<file path="config.mk">
export PLATFORM = sky130hd
export DESIGN_NAME = macsat_top
export DESIGN_NICKNAME = d
export VERILOG_FILES = /design/src/hw/macsat_sat.v /design/src/hw/macsat_timer.v /design/src/hw/macsat_top.v
export VERILOG_INCLUDE_DIRS = /design/src /design/src/include
export SDC_FILE = /design/constraint.sdc
export NUM_CORES = 2
export LEC_CHECK = 0
export BUFFER_PORTS_ARGS = -buffer_cell sky130_fd_sc_hd__buf_2
export CORE_UTILIZATION = 30
export DETAILED_ROUTE_END_ITERATION = 6
export PLACE_DENSITY = 0.5
export SLEW_MARGIN = 15
export SYNTH_ARGS = -nofsm -noshare
export SYNTH_HDL_FRONTEND = slang
export SYNTH_SLANG_ARGS = --single-unit
export TNS_END_PERCENT = 30
</file>
<file path="constraint.sdc">
create_clock -name MCLK -period 13.75 [get_ports MCLK]
set_input_delay 0.6875 -clock MCLK [delete_from_list [all_inputs] [get_ports MCLK]]
set_output_delay 0.6875 -clock MCLK [all_outputs]
set_load 0.02 [all_outputs]
</file>
<file path="src/include/macsat_map.vh">
`ifndef MACSAT_MAP_VH
`define MACSAT_MAP_VH

// Register byte offsets, one aligned 32-bit word each.
`define MACSAT_OFS_OP1_MPY 8'h00
`define MACSAT_OFS_OP1_MPYS 8'h04
`define MACSAT_OFS_OP1_MAC 8'h08
`define MACSAT_OFS_OP1_SIGNED_ACCUMULATE_OPERAND 8'h0c
`define MACSAT_OFS_OP1_HIGH 8'h10
`define MACSAT_OFS_OP2_LOW 8'h14
`define MACSAT_OFS_OP2_HIGH 8'h18
`define MACSAT_OFS_RESULT_WORD_0 8'h1c
`define MACSAT_OFS_RESULT_WORD_1 8'h20
`define MACSAT_OFS_RESULT_WORD_2 8'h24
`define MACSAT_OFS_RESULT_WORD_3 8'h28
`define MACSAT_OFS_CTL 8'h2c

// Control register field positions.
`define MACSAT_CTL_CARRY 0
`define MACSAT_CTL_FRAC 2
`define MACSAT_CTL_SAT 3
`define MACSAT_CTL_MODE_LO 4
`define MACSAT_CTL_MODE_HI 5
`define MACSAT_CTL_OP1W 6
`define MACSAT_CTL_OP2W 7
`define MACSAT_CTL_RESET 8'h00

// Operation modes.
`define MACSAT_MODE_MPY 2'b00
`define MACSAT_MODE_MPYS 2'b01
`define MACSAT_MODE_MAC 2'b10
`define MACSAT_MODE_SIGNED_ACCUMULATE_OPERAND 2'b11

// Cycles from the operand-two write to the complete result.
`define MACSAT_LAT_16X16 3'd3
`define MACSAT_LAT_32X16 3'd7
`define MACSAT_LAT_16X32 3'd4
`define MACSAT_LAT_32X32 3'd6

// Saturation limits.
`define MACSAT_POS32 32'h7fffffff
`define MACSAT_NEG32 32'h80000000
`define MACSAT_POS64 64'h7fffffffffffffff
`define MACSAT_NEG64 64'h8000000000000000

// AXI responses.
`define MACSAT_RESP_OKAY 2'b00
`define MACSAT_RESP_SLVERR 2'b10

`endif

</file>
<file path="src/hw/macsat_sat.v">
`timescale 1ns/10ps
`default_nettype none
`include "macsat_map.vh"

module macsat_sat (
	// Raw result and flags
	input wire [63:0] value,
	input wire carry,
	input wire wide,
	// Adjusted result
	output reg [63:0] sat
);

	always @* begin
		sat = value;
		if (wide) begin
			if (!carry && value[63]) begin
				sat = `MACSAT_POS64;
			end else if (carry && !value[63]) begin
				sat = `MACSAT_NEG64;
			end
		end else begin
			// Only the low two words saturate; the upper words pass.
			if (!carry && value[31]) begin
				sat[31:0] = `MACSAT_POS32;
			end else if (carry && !value[31]) begin
				sat[31:0] = `MACSAT_NEG32;
			end
		end
	end

endmodule // macsat_sat
`default_nettype wire

</file>
<file path="src/hw/macsat_timer.v">
`timescale 1ns/10ps
`default_nettype none
`include "macsat_map.vh"

module macsat_timer (
	// Clock and reset
	input wire clk,
	input wire rst,
	// Start of an operation and its latency
	input wire load,
	input wire [2:0] load_val,
	// Status
	output wire commit,
	output wire busy,
	output reg ready_pulse
);

	reg [2:0] cnt;

	assign busy = (cnt != 3'd0);
	assign commit = (cnt == 3'd1);

	always @(posedge clk or posedge rst) begin
		if (rst) begin
			cnt <= 3'd0;
			ready_pulse <= 1'b0;
		end else begin
			if (load) begin
				cnt <= load_val;
			end else if (busy) begin
				cnt <= cnt - 3'd1;
			end
			// The pulse rises with the commit edge, so every word is valid
			// at the first DMA read and stays valid for the whole sweep.
			ready_pulse <= commit && !load;
		end
	end

endmodule // macsat_timer
`default_nettype wire

</file>
<file path="src/hw/macsat_top.v">
// The placing of the registers and the AXI4-Lite interface to the registers were decided locally.
`timescale 1ns/10ps
`default_nettype none
`include "macsat_map.vh"

module macsat_top (
	// Clock and reset
	input wire MCLK,
	input wire RST,
	// AXI4-Lite write address and data
	input wire [31:0] S_AXI_AWADDR,
	input wire S_AXI_AWVALID,
	output wire S_AXI_AWREADY,
	input wire [31:0] S_AXI_WDATA,
	input wire [3:0] S_AXI_WSTRB,
	input wire S_AXI_WVALID,
	output wire S_AXI_WREADY,
	// AXI4-Lite write response
	output reg [1:0] S_AXI_BRESP,
	output reg S_AXI_BVALID,
	input wire S_AXI_BREADY,
	// AXI4-Lite read
	input wire [31:0] S_AXI_ARADDR,
	input wire S_AXI_ARVALID,
	output wire S_AXI_ARREADY,
	output reg [31:0] S_AXI_RDATA,
	output reg [1:0] S_AXI_RRESP,
	output reg S_AXI_RVALID,
	input wire S_AXI_RREADY,
	// DMA trigger
	output wire DMA_READY
);

	reg aw_full, w_full, start_d, pend_c, shadow_c, ovr_c, next_rok;
	reg op1_32, op2_32, sat_en, frac_en, carry;
	reg [31:0] aw_addr, w_data, op1, op2, next_rdata;
	reg [3:0] w_strb, ovr;
	reg [1:0] mode;
	reg [2:0] start_lat;
	reg [63:0] res, pend, shadow;
	integer i;

	wire commit, busy, wr_go, hi_zero, wen, byte_wr, sgn, wide;
	wire wr_op1, wr_op1hi, wr_op2lo, wr_op2hi, wr_ctl, wr_ok;
	wire [7:0] wa, ctl_rd;
	wire [3:0] wr_res;
	wire [63:0] sat_acc, sat_rd, acc_in, rd_res;
	wire [31:0] a32, b32;
	wire signed [32:0] a_s, b_s;
	wire signed [65:0] prod;
	wire [64:0] sum_w;
	wire [32:0] sum_n;
	wire [15:0] sext_lo, sext_op2, wd16;

	// Write channel: address and data are held apart until both arrived.
	assign S_AXI_AWREADY = !aw_full;
	assign S_AXI_WREADY = !w_full;
	assign wr_go = aw_full && w_full && !S_AXI_BVALID;
	assign hi_zero = (aw_addr[31:8] == 24'h0) && (aw_addr[1:0] == 2'b00);
	assign wa = aw_addr[7:0];
	assign wen = wr_go && hi_zero && (w_strb[1:0] != 2'b00);
	assign byte_wr = w_strb[0] && !w_strb[1];
	assign wr_op1 = wen && (wa[7:4] == 4'h0);
	assign wr_op1hi = wen && (wa == `MACSAT_OFS_OP1_HIGH);
	assign wr_op2lo = wen && (wa == `MACSAT_OFS_OP2_LOW);
	assign wr_op2hi = wen && (wa == `MACSAT_OFS_OP2_HIGH);
	assign wr_ctl = wen && (wa == `MACSAT_OFS_CTL);
	assign wr_res[0] = wen && (wa == `MACSAT_OFS_RESULT_WORD_0);
	assign wr_res[1] = wen && (wa == `MACSAT_OFS_RESULT_WORD_1);
	assign wr_res[2] = wen && (wa == `MACSAT_OFS_RESULT_WORD_2);
	assign wr_res[3] = wen && (wa == `MACSAT_OFS_RESULT_WORD_3);
	assign wr_ok = hi_zero && (wa <= `MACSAT_OFS_CTL);
	assign sext_lo = {{8{aw_addr[2] & w_data[7]}}, w_data[7:0]};
	assign sext_op2 = {{8{mode[0] & w_data[7]}}, w_data[7:0]};
	assign wd16 = w_data[15:0];

	always @(posedge MCLK or posedge RST) begin
		if (RST) begin
			aw_full <= 1'b0;
			aw_addr <= 32'h0;
			w_full <= 1'b0;
			w_data <= 32'h0;
			w_strb <= 4'h0;
			S_AXI_BVALID <= 1'b0;
			S_AXI_BRESP <= `MACSAT_RESP_OKAY;
		end else begin
			if (S_AXI_AWVALID && !aw_full) begin
				aw_full <= 1'b1;
				aw_addr <= S_AXI_AWADDR;
			end
			if (S_AXI_WVALID && !w_full) begin
				w_full <= 1'b1;
				w_data <= S_AXI_WDATA;
				w_strb <= S_AXI_WSTRB;
			end
			if (wr_go) begin
				aw_full <= 1'b0;
				w_full <= 1'b0;
				S_AXI_BVALID <= 1'b1;
				S_AXI_BRESP <= wr_ok ? `MACSAT_RESP_OKAY : `MACSAT_RESP_SLVERR;
			end else if (S_AXI_BVALID && S_AXI_BREADY) begin
				S_AXI_BVALID <= 1'b0;
			end
		end
	end

	// Operands and control fields.
	always @(posedge MCLK or posedge RST) begin
		if (RST) begin
			op1 <= 32'h0;
			op2 <= 32'h0;
			mode <= `MACSAT_MODE_MPY;
			op1_32 <= 1'b0;
			op2_32 <= 1'b0;
			sat_en <= 1'b0;
			frac_en <= 1'b0;
		end else begin
			if (wr_op1) begin
				mode <= wa[3:2];
				op1_32 <= 1'b0;
				op1[15:0] <= byte_wr ? sext_lo : wd16;
			end
			if (wr_op1hi) begin
				op1_32 <= 1'b1;
				op1[31:16] <= byte_wr ? {{8{w_data[7]}}, w_data[7:0]} : wd16;
			end
			if (wr_op2lo) begin
				op2_32 <= 1'b0;
				op2[15:0] <= byte_wr ? sext_op2 : wd16;
			end
			if (wr_op2hi) begin
				op2_32 <= 1'b1;
				op2[31:16] <= byte_wr ? {{8{w_data[7]}}, w_data[7:0]} : wd16;
			end
			if (wr_ctl && w_strb[0]) begin
				mode <= w_data[`MACSAT_CTL_MODE_HI:`MACSAT_CTL_MODE_LO];
				op1_32 <= w_data[`MACSAT_CTL_OP1W];
				op2_32 <= w_data[`MACSAT_CTL_OP2W];
				sat_en <= w_data[`MACSAT_CTL_SAT];
				frac_en <= w_data[`MACSAT_CTL_FRAC];
			end
		end
	end

	// Latency depends on which operand-two half starts the operation.
	always @* begin
		if (wr_op2hi) begin
			start_lat = op1_32 ? `MACSAT_LAT_32X32 : `MACSAT_LAT_16X32;
		end else begin
			start_lat = op1_32 ? `MACSAT_LAT_32X16 : `MACSAT_LAT_16X16;
		end
	end

	macsat_timer u_timer (
		.clk(MCLK),
		.rst(RST),
		.load(wr_op2lo || wr_op2hi),
		.load_val(start_lat),
		.commit(commit),
		.busy(busy),
		.ready_pulse(DMA_READY)
	);

	// Arithmetic works on the operands as stored one cycle after the start.
	assign sgn = mode[0];
	assign wide = op1_32 || op2_32;
	assign a32 = op1_32 ? op1 : {{16{sgn & op1[15]}}, op1[15:0]};
	assign b32 = op2_32 ? op2 : {{16{sgn & op2[15]}}, op2[15:0]};
	assign a_s = {sgn & a32[31], a32};
	assign b_s = {sgn & b32[31], b32};
	assign prod = a_s * b_s;

	macsat_sat u_sat_acc (
		.value(res),
		.carry(carry),
		.wide(wide),
		.sat(sat_acc)
	);

	// The prior sum is saturated to the size of the new result first.
	assign acc_in = !mode[1] ? 64'h0 : (sat_en ? sat_acc : res);
	assign sum_w = {sgn & prod[63], prod[63:0]} + {sgn & acc_in[63], acc_in};
	assign sum_n = {sgn & prod[31], prod[31:0]} +
		{sgn & acc_in[31], acc_in[31:0]};

	always @(posedge MCLK or posedge RST) begin
		if (RST) begin
			start_d <= 1'b0;
			pend <= 64'h0;
			pend_c <= 1'b0;
		end else begin
			start_d <= wr_op2lo || wr_op2hi;
			if (start_d) begin
				pend <= wide ? sum_w[63:0] :
					{{32{sgn & sum_n[32]}}, sum_n[31:0]};
				pend_c <= wide ? sum_w[64] : sum_n[32];
			end
		end
	end

	// Result words and carry. A write that arrives while busy, before the commit
	// cycle, is parked and replaces the computed word when the operation ends.
	always @(posedge MCLK or posedge RST) begin
		if (RST) begin
			res <= 64'h0;
			carry <= 1'b0;
			shadow <= 64'h0;
			ovr <= 4'h0;
			shadow_c <= 1'b0;
			ovr_c <= 1'b0;
		end else begin
			if (commit) begin
				for (i = 0; i < 4; i = i + 1) begin
					res[16*i +: 16] <= ovr[i] ? shadow[16*i +: 16] :
						pend[16*i +: 16];
				end
				carry <= ovr_c ? shadow_c : pend_c;
				ovr <= 4'h0;
				ovr_c <= 1'b0;
			end
			for (i = 0; i < 4; i = i + 1) begin
				if (wr_res[i] && busy && !commit) begin
					shadow[16*i +: 16] <= wd16;
					ovr[i] <= 1'b1;
				end else if (wr_res[i]) begin
					res[16*i +: 16] <= wd16;
				end
			end
			if (wr_ctl && w_strb[0] && busy && !commit) begin
				shadow_c <= w_data[`MACSAT_CTL_CARRY];
				ovr_c <= 1'b1;
			end else if (wr_ctl && w_strb[0]) begin
				carry <= w_data[`MACSAT_CTL_CARRY];
			end
		end
	end

	macsat_sat u_sat_rd (
		.value(res),
		.carry(carry),
		.wide(wide),
		.sat(sat_rd)
	);

	// Stored words stay raw; saturation is applied on the way out and to the
	// accumulate input, so clearing the enable reads the raw value for a context save.
	assign rd_res = sat_en ? sat_rd : res;
	assign ctl_rd = {op2_32, op1_32, mode, sat_en, frac_en, 1'b0, carry};

	always @* begin
		next_rdata = 32'h0;
		next_rok = (S_AXI_ARADDR[31:8] == 24'h0) &&
			(S_AXI_ARADDR[1:0] == 2'b00);
		// Until the commit edge the old words are returned.
		case (S_AXI_ARADDR[7:0])
		`MACSAT_OFS_OP1_MPY,
		`MACSAT_OFS_OP1_MPYS,
		`MACSAT_OFS_OP1_MAC,
		`MACSAT_OFS_OP1_SIGNED_ACCUMULATE_OPERAND: begin
			next_rdata[15:0] = op1[15:0];
		end
		`MACSAT_OFS_OP1_HIGH: begin
			next_rdata[15:0] = op1[31:16];
		end
		`MACSAT_OFS_OP2_LOW: begin
			next_rdata[15:0] = op2[15:0];
		end
		`MACSAT_OFS_OP2_HIGH: begin
			next_rdata[15:0] = op2[31:16];
		end
		`MACSAT_OFS_RESULT_WORD_0: begin
			next_rdata[15:0] = rd_res[15:0];
		end
		`MACSAT_OFS_RESULT_WORD_1: begin
			next_rdata[15:0] = rd_res[31:16];
		end
		`MACSAT_OFS_RESULT_WORD_2: begin
			next_rdata[15:0] = rd_res[47:32];
		end
		`MACSAT_OFS_RESULT_WORD_3: begin
			next_rdata[15:0] = rd_res[63:48];
		end
		`MACSAT_OFS_CTL: begin
			next_rdata[7:0] = ctl_rd;
		end
		default: begin
			next_rok = 1'b0;
		end
		endcase
		if (!next_rok) begin
			next_rdata = 32'h0;
		end
	end

	assign S_AXI_ARREADY = !S_AXI_RVALID;

	always @(posedge MCLK or posedge RST) begin
		if (RST) begin
			S_AXI_RVALID <= 1'b0;
			S_AXI_RDATA <= 32'h0;
			S_AXI_RRESP <= `MACSAT_RESP_OKAY;
		end else begin
			if (S_AXI_ARVALID && !S_AXI_RVALID) begin
				S_AXI_RVALID <= 1'b1;
				S_AXI_RDATA <= next_rdata;
				S_AXI_RRESP <= next_rok ? `MACSAT_RESP_OKAY : `MACSAT_RESP_SLVERR;
			end else if (S_AXI_RVALID && S_AXI_RREADY) begin
				S_AXI_RVALID <= 1'b0;
			end
		end
	end

endmodule // macsat_top
`default_nettype wire

</file>
==> results.sh <==
export IMPL_finalSetupViolations=0
export IMPL_design_core_area_sq_mm=0.191
export IMPL_hpwl_microns=151000
export IMPL_maxSlewHeadroom=0.147
export IMPL_maxSlewViolCount=0
export IMPL_ys_ff_latch=347
export IMPL_post_route_period_util=0.898
export IMPL_dp_cells=8657
export IMPL_die_h_microns=441
export IMPL_async_reset_ff_frac=1.00
export IMPL_clk_pin_slew_ps=70
export IMPL_p_leak_nw=29.3
export IMPL_drcViolationCount=0
export IMPL_grt_pass1_vias=45700
export IMPL_startpoint_type="flop"
export IMPL_syn2layout_area_growth_pct=7.35
export IMPL_status="completed"
export IMPL_min_period_ps=12350
export IMPL_seq_area_frac_synth=0.150
export IMPL_synthCells=6320
export IMPL_dr_pass1_iters=5
export IMPL_reg2reg_depth=43
export IMPL_grtUsageTotal=0.197
export IMPL_wirelength_microns=188000
export IMPL_p_total_mw=2.79
export IMPL_synth_cell_types=93
export IMPL_avgSynthCellArea_sq_um=9.16
export IMPL_rsz0062_at_grt="no"
export IMPL_grt_pass1_wl_microns=291000
export IMPL_critPathArrivalTime_ps=12790
export IMPL_worst_path_buf_inv=6
export IMPL_wl_per_cell_microns=21.6
export IMPL_vias=43200
export IMPL_final_setup_tns_ps=0
export IMPL_maxCapViolCount=0
export IMPL_gr_total_overflow=0
export IMPL_powerDensity_mw_per_mm2=44.8
export IMPL_insertion_delay_ps=580
export IMPL_synth_area_leaders="fa_1 39%, dfrtp_1 15%, inv_1 6.9%"
export IMPL_hold_viol_final=0
export IMPL_end_kind="flop"
export IMPL_post_cts_buffers=0
export IMPL_start_util=0.303
export IMPL_die_area_sq_mm=0.195
export IMPL_drive_above_1_share=0.0834
export IMPL_hold_path_class="input pin to flop"
export IMPL_ios=149
export IMPL_cts_tree="done"
export IMPL_die_width_microns=441
export IMPL_viasPerCell=4.95
export IMPL_antenna_found_initial=5
export IMPL_irDropWorstVdd_mv=0.142
export IMPL_fin_nets=7699
export IMPL_ff_latch_area_sq_mm=0.00869
export IMPL_cts_resized_gates=0
export IMPL_grt_max_degree=134
export IMPL_cpPeakStageDelay_ps=760
export IMPL_min_path_cells=2
export IMPL_worstMarginPinSlew_ps=1280
export IMPL_drt_iter0_drc=2956
export IMPL_h_tree_depth=2
export IMPL_cp_common_cell="a21oi_1"
export IMPL_cp_depth=43
export IMPL_synth_ff_type="dfrtp_1"
export IMPL_crit_path_top_delay_cell="o21a_1"
export IMPL_yosysMostFrequentCell="fa_1"
export IMPL_cts_max_path_buffers=3
export IMPL_netlist_area_sq_mm=0.0579
export IMPL_yosys_area_top_type_share=0.389
export IMPL_path_delay_family="adder cells"
export IMPL_cts_made_buffers=39
export IMPL_postRouteAntennaNets=0
export IMPL_yosys_warnings=0
export IMPL_yosys_area_top_type="fa_1"
export IMPL_whs_ps=275
export IMPL_root_buffer="clkbuf_16"
export IMPL_multi_input_area_sq_mm=0.0436
export IMPL_cts_sinks=347
export IMPL_critical_path_class="flop to flop"
export IMPL_portBuffers=112
export IMPL_rows=160
export IMPL_place_gp_congestion=0.921
export IMPL_skew_ps=46.3
export IMPL_synth_edff_count=0
export IMPL_synth_common_cells="1126 x fa_1, 1063 x inv_1, 973 x nand2_1"
export IMPL_worst_path_max_fanout=25
export IMPL_fillCellCount=20000
export IMPL_finalNonFillerCells=8726
export IMPL_required_ps=14190
export IMPL_cts_hold_buf=0
export IMPL_fmax_mhz=81.0
[flip-flops by register name (all words and copies together) (netlist names), 16 cells and up]
| register | cells |
|---|---|
| res | 64 |
| aw_addr | 32 |
| pend | 64 |
| op2 | 32 |
| shadow | 64 |
| S_AXI_RDATA | 16 |
| op1 | 32 |
| w_data | 16 |
[per-layer routing]
metal | vias to the layer above | GRT usage | share of wire
met1 | 22600 | 0.275 | 0.45
met4 | 0 | 0.0589 | 0.034
li1 | 19200 | - | -
met2 | 1193 | 0.322 | 0.47
met5 | - | 0 | 0
met3 | 244 | 0.0204 | 0.053
[layout by cell type (no fill, tap or decap), types with 22 or more instances in the layout]
cell type,netlist,layout
and3_1,37,37
a21oi_1,327,327
ha_1,279,279
a31oi_1,31,31
and2_1,276,276
clkbuf_16,0,40
nand3_1,22,22
o21ai_0,197,197
o21a_1,45,45
fa_1,1126,1126
buf_2,15,112
a21o_1,61,61
xor2_1,44,44
nand4_1,29,29
mux2i_1,77,77
nand2_1,973,972
buf_4,18,116
nor2b_1,71,68
o21bai_1,22,22
mux2_2,174,174
dfrtp_1,347,344
nor2_1,337,337
inv_1,1063,1062
xnor2_1,97,97
[worst reg2reg max path: cells and delay by family (launching register included)]
| family | cells | cell delay (ps) |
|---|---|---|
| buffers and inverters | 6 | 510 |
| AOI/OAI and AO/OA | 18 | 4290 |
| DFF | 1 | 350 |
| and+or+nand+nor | 7 | 1540 |
| xor gates and xnor gates | 2 | 500 |
| adders and majority gates | 10 | 5040 |
[report_power, final]
part	internal [mW]	total (mW)	switching, mW
Combinational	0.146	0.430	0.284
Sequential	1.10	1.31	0.202
Clock	0.594	1.05	0.457
Total	1.85	2.79	0.942
[worst paths after layout]
kind,from,to,slack [ps]
worst max register to register,op1_32,pend[58],1400
max in group asynchronous,RST,pend[20],11270
worst max-delay path,op1_32,pend[58],1400
worst min register to register,S_AXI_RDATA[3],S_AXI_RDATA[3],480
worst min-delay path,S_AXI_RREADY,S_AXI_RVALID,270
min in group asynchronous,RST,pend[58],320
[cell families (layout without fill, tap and decap cells)]
logic type | Yosys count | after routing | share of synthesized area
AND/OR/NAND/NOR | 1834 | 1834 | 0.142
buffers and inverters | 1485 | 1360 | 0.0980
adder cells (fa/ha/maj) | 1405 | 1405 | 0.450
AO/OA/AOI/OAI | 854 | 854 | 0.0914
flip-flops | 347 | 347 | 0.150
multiplexers | 251 | 251 | 0.0471
XOR/XNOR | 143 | 143 | 0.0220
other | 1 | 21 | 0.0000648
[area by class of cell]
cell class,instances,area share
inverters,1066,0.0645
flip-flops and latches,347,0.140
repair buffers,228,0.0230
multi-input cells,4505,0.702
well taps,2511,0.0505
diodes,3,0.000121
clock buffers,49,0.0173
clock inverters,17,0.00270
[metrics by stage]
step / cell area (sq um) / util / setup WS [ps]
2_1_floorplan: 58000 / - / 3400
3_3_place_gp: 60900 / 0.319 / 1700
3_5_place_dp: 60900 / 0.319 / 1630
4_1_cts: 62200 / 0.325 / 1580
5_1_grt: 62200 / 0.325 / 909
6_report: 62200 / 0.325 / 1400
(Power assumes the default switching activity.)
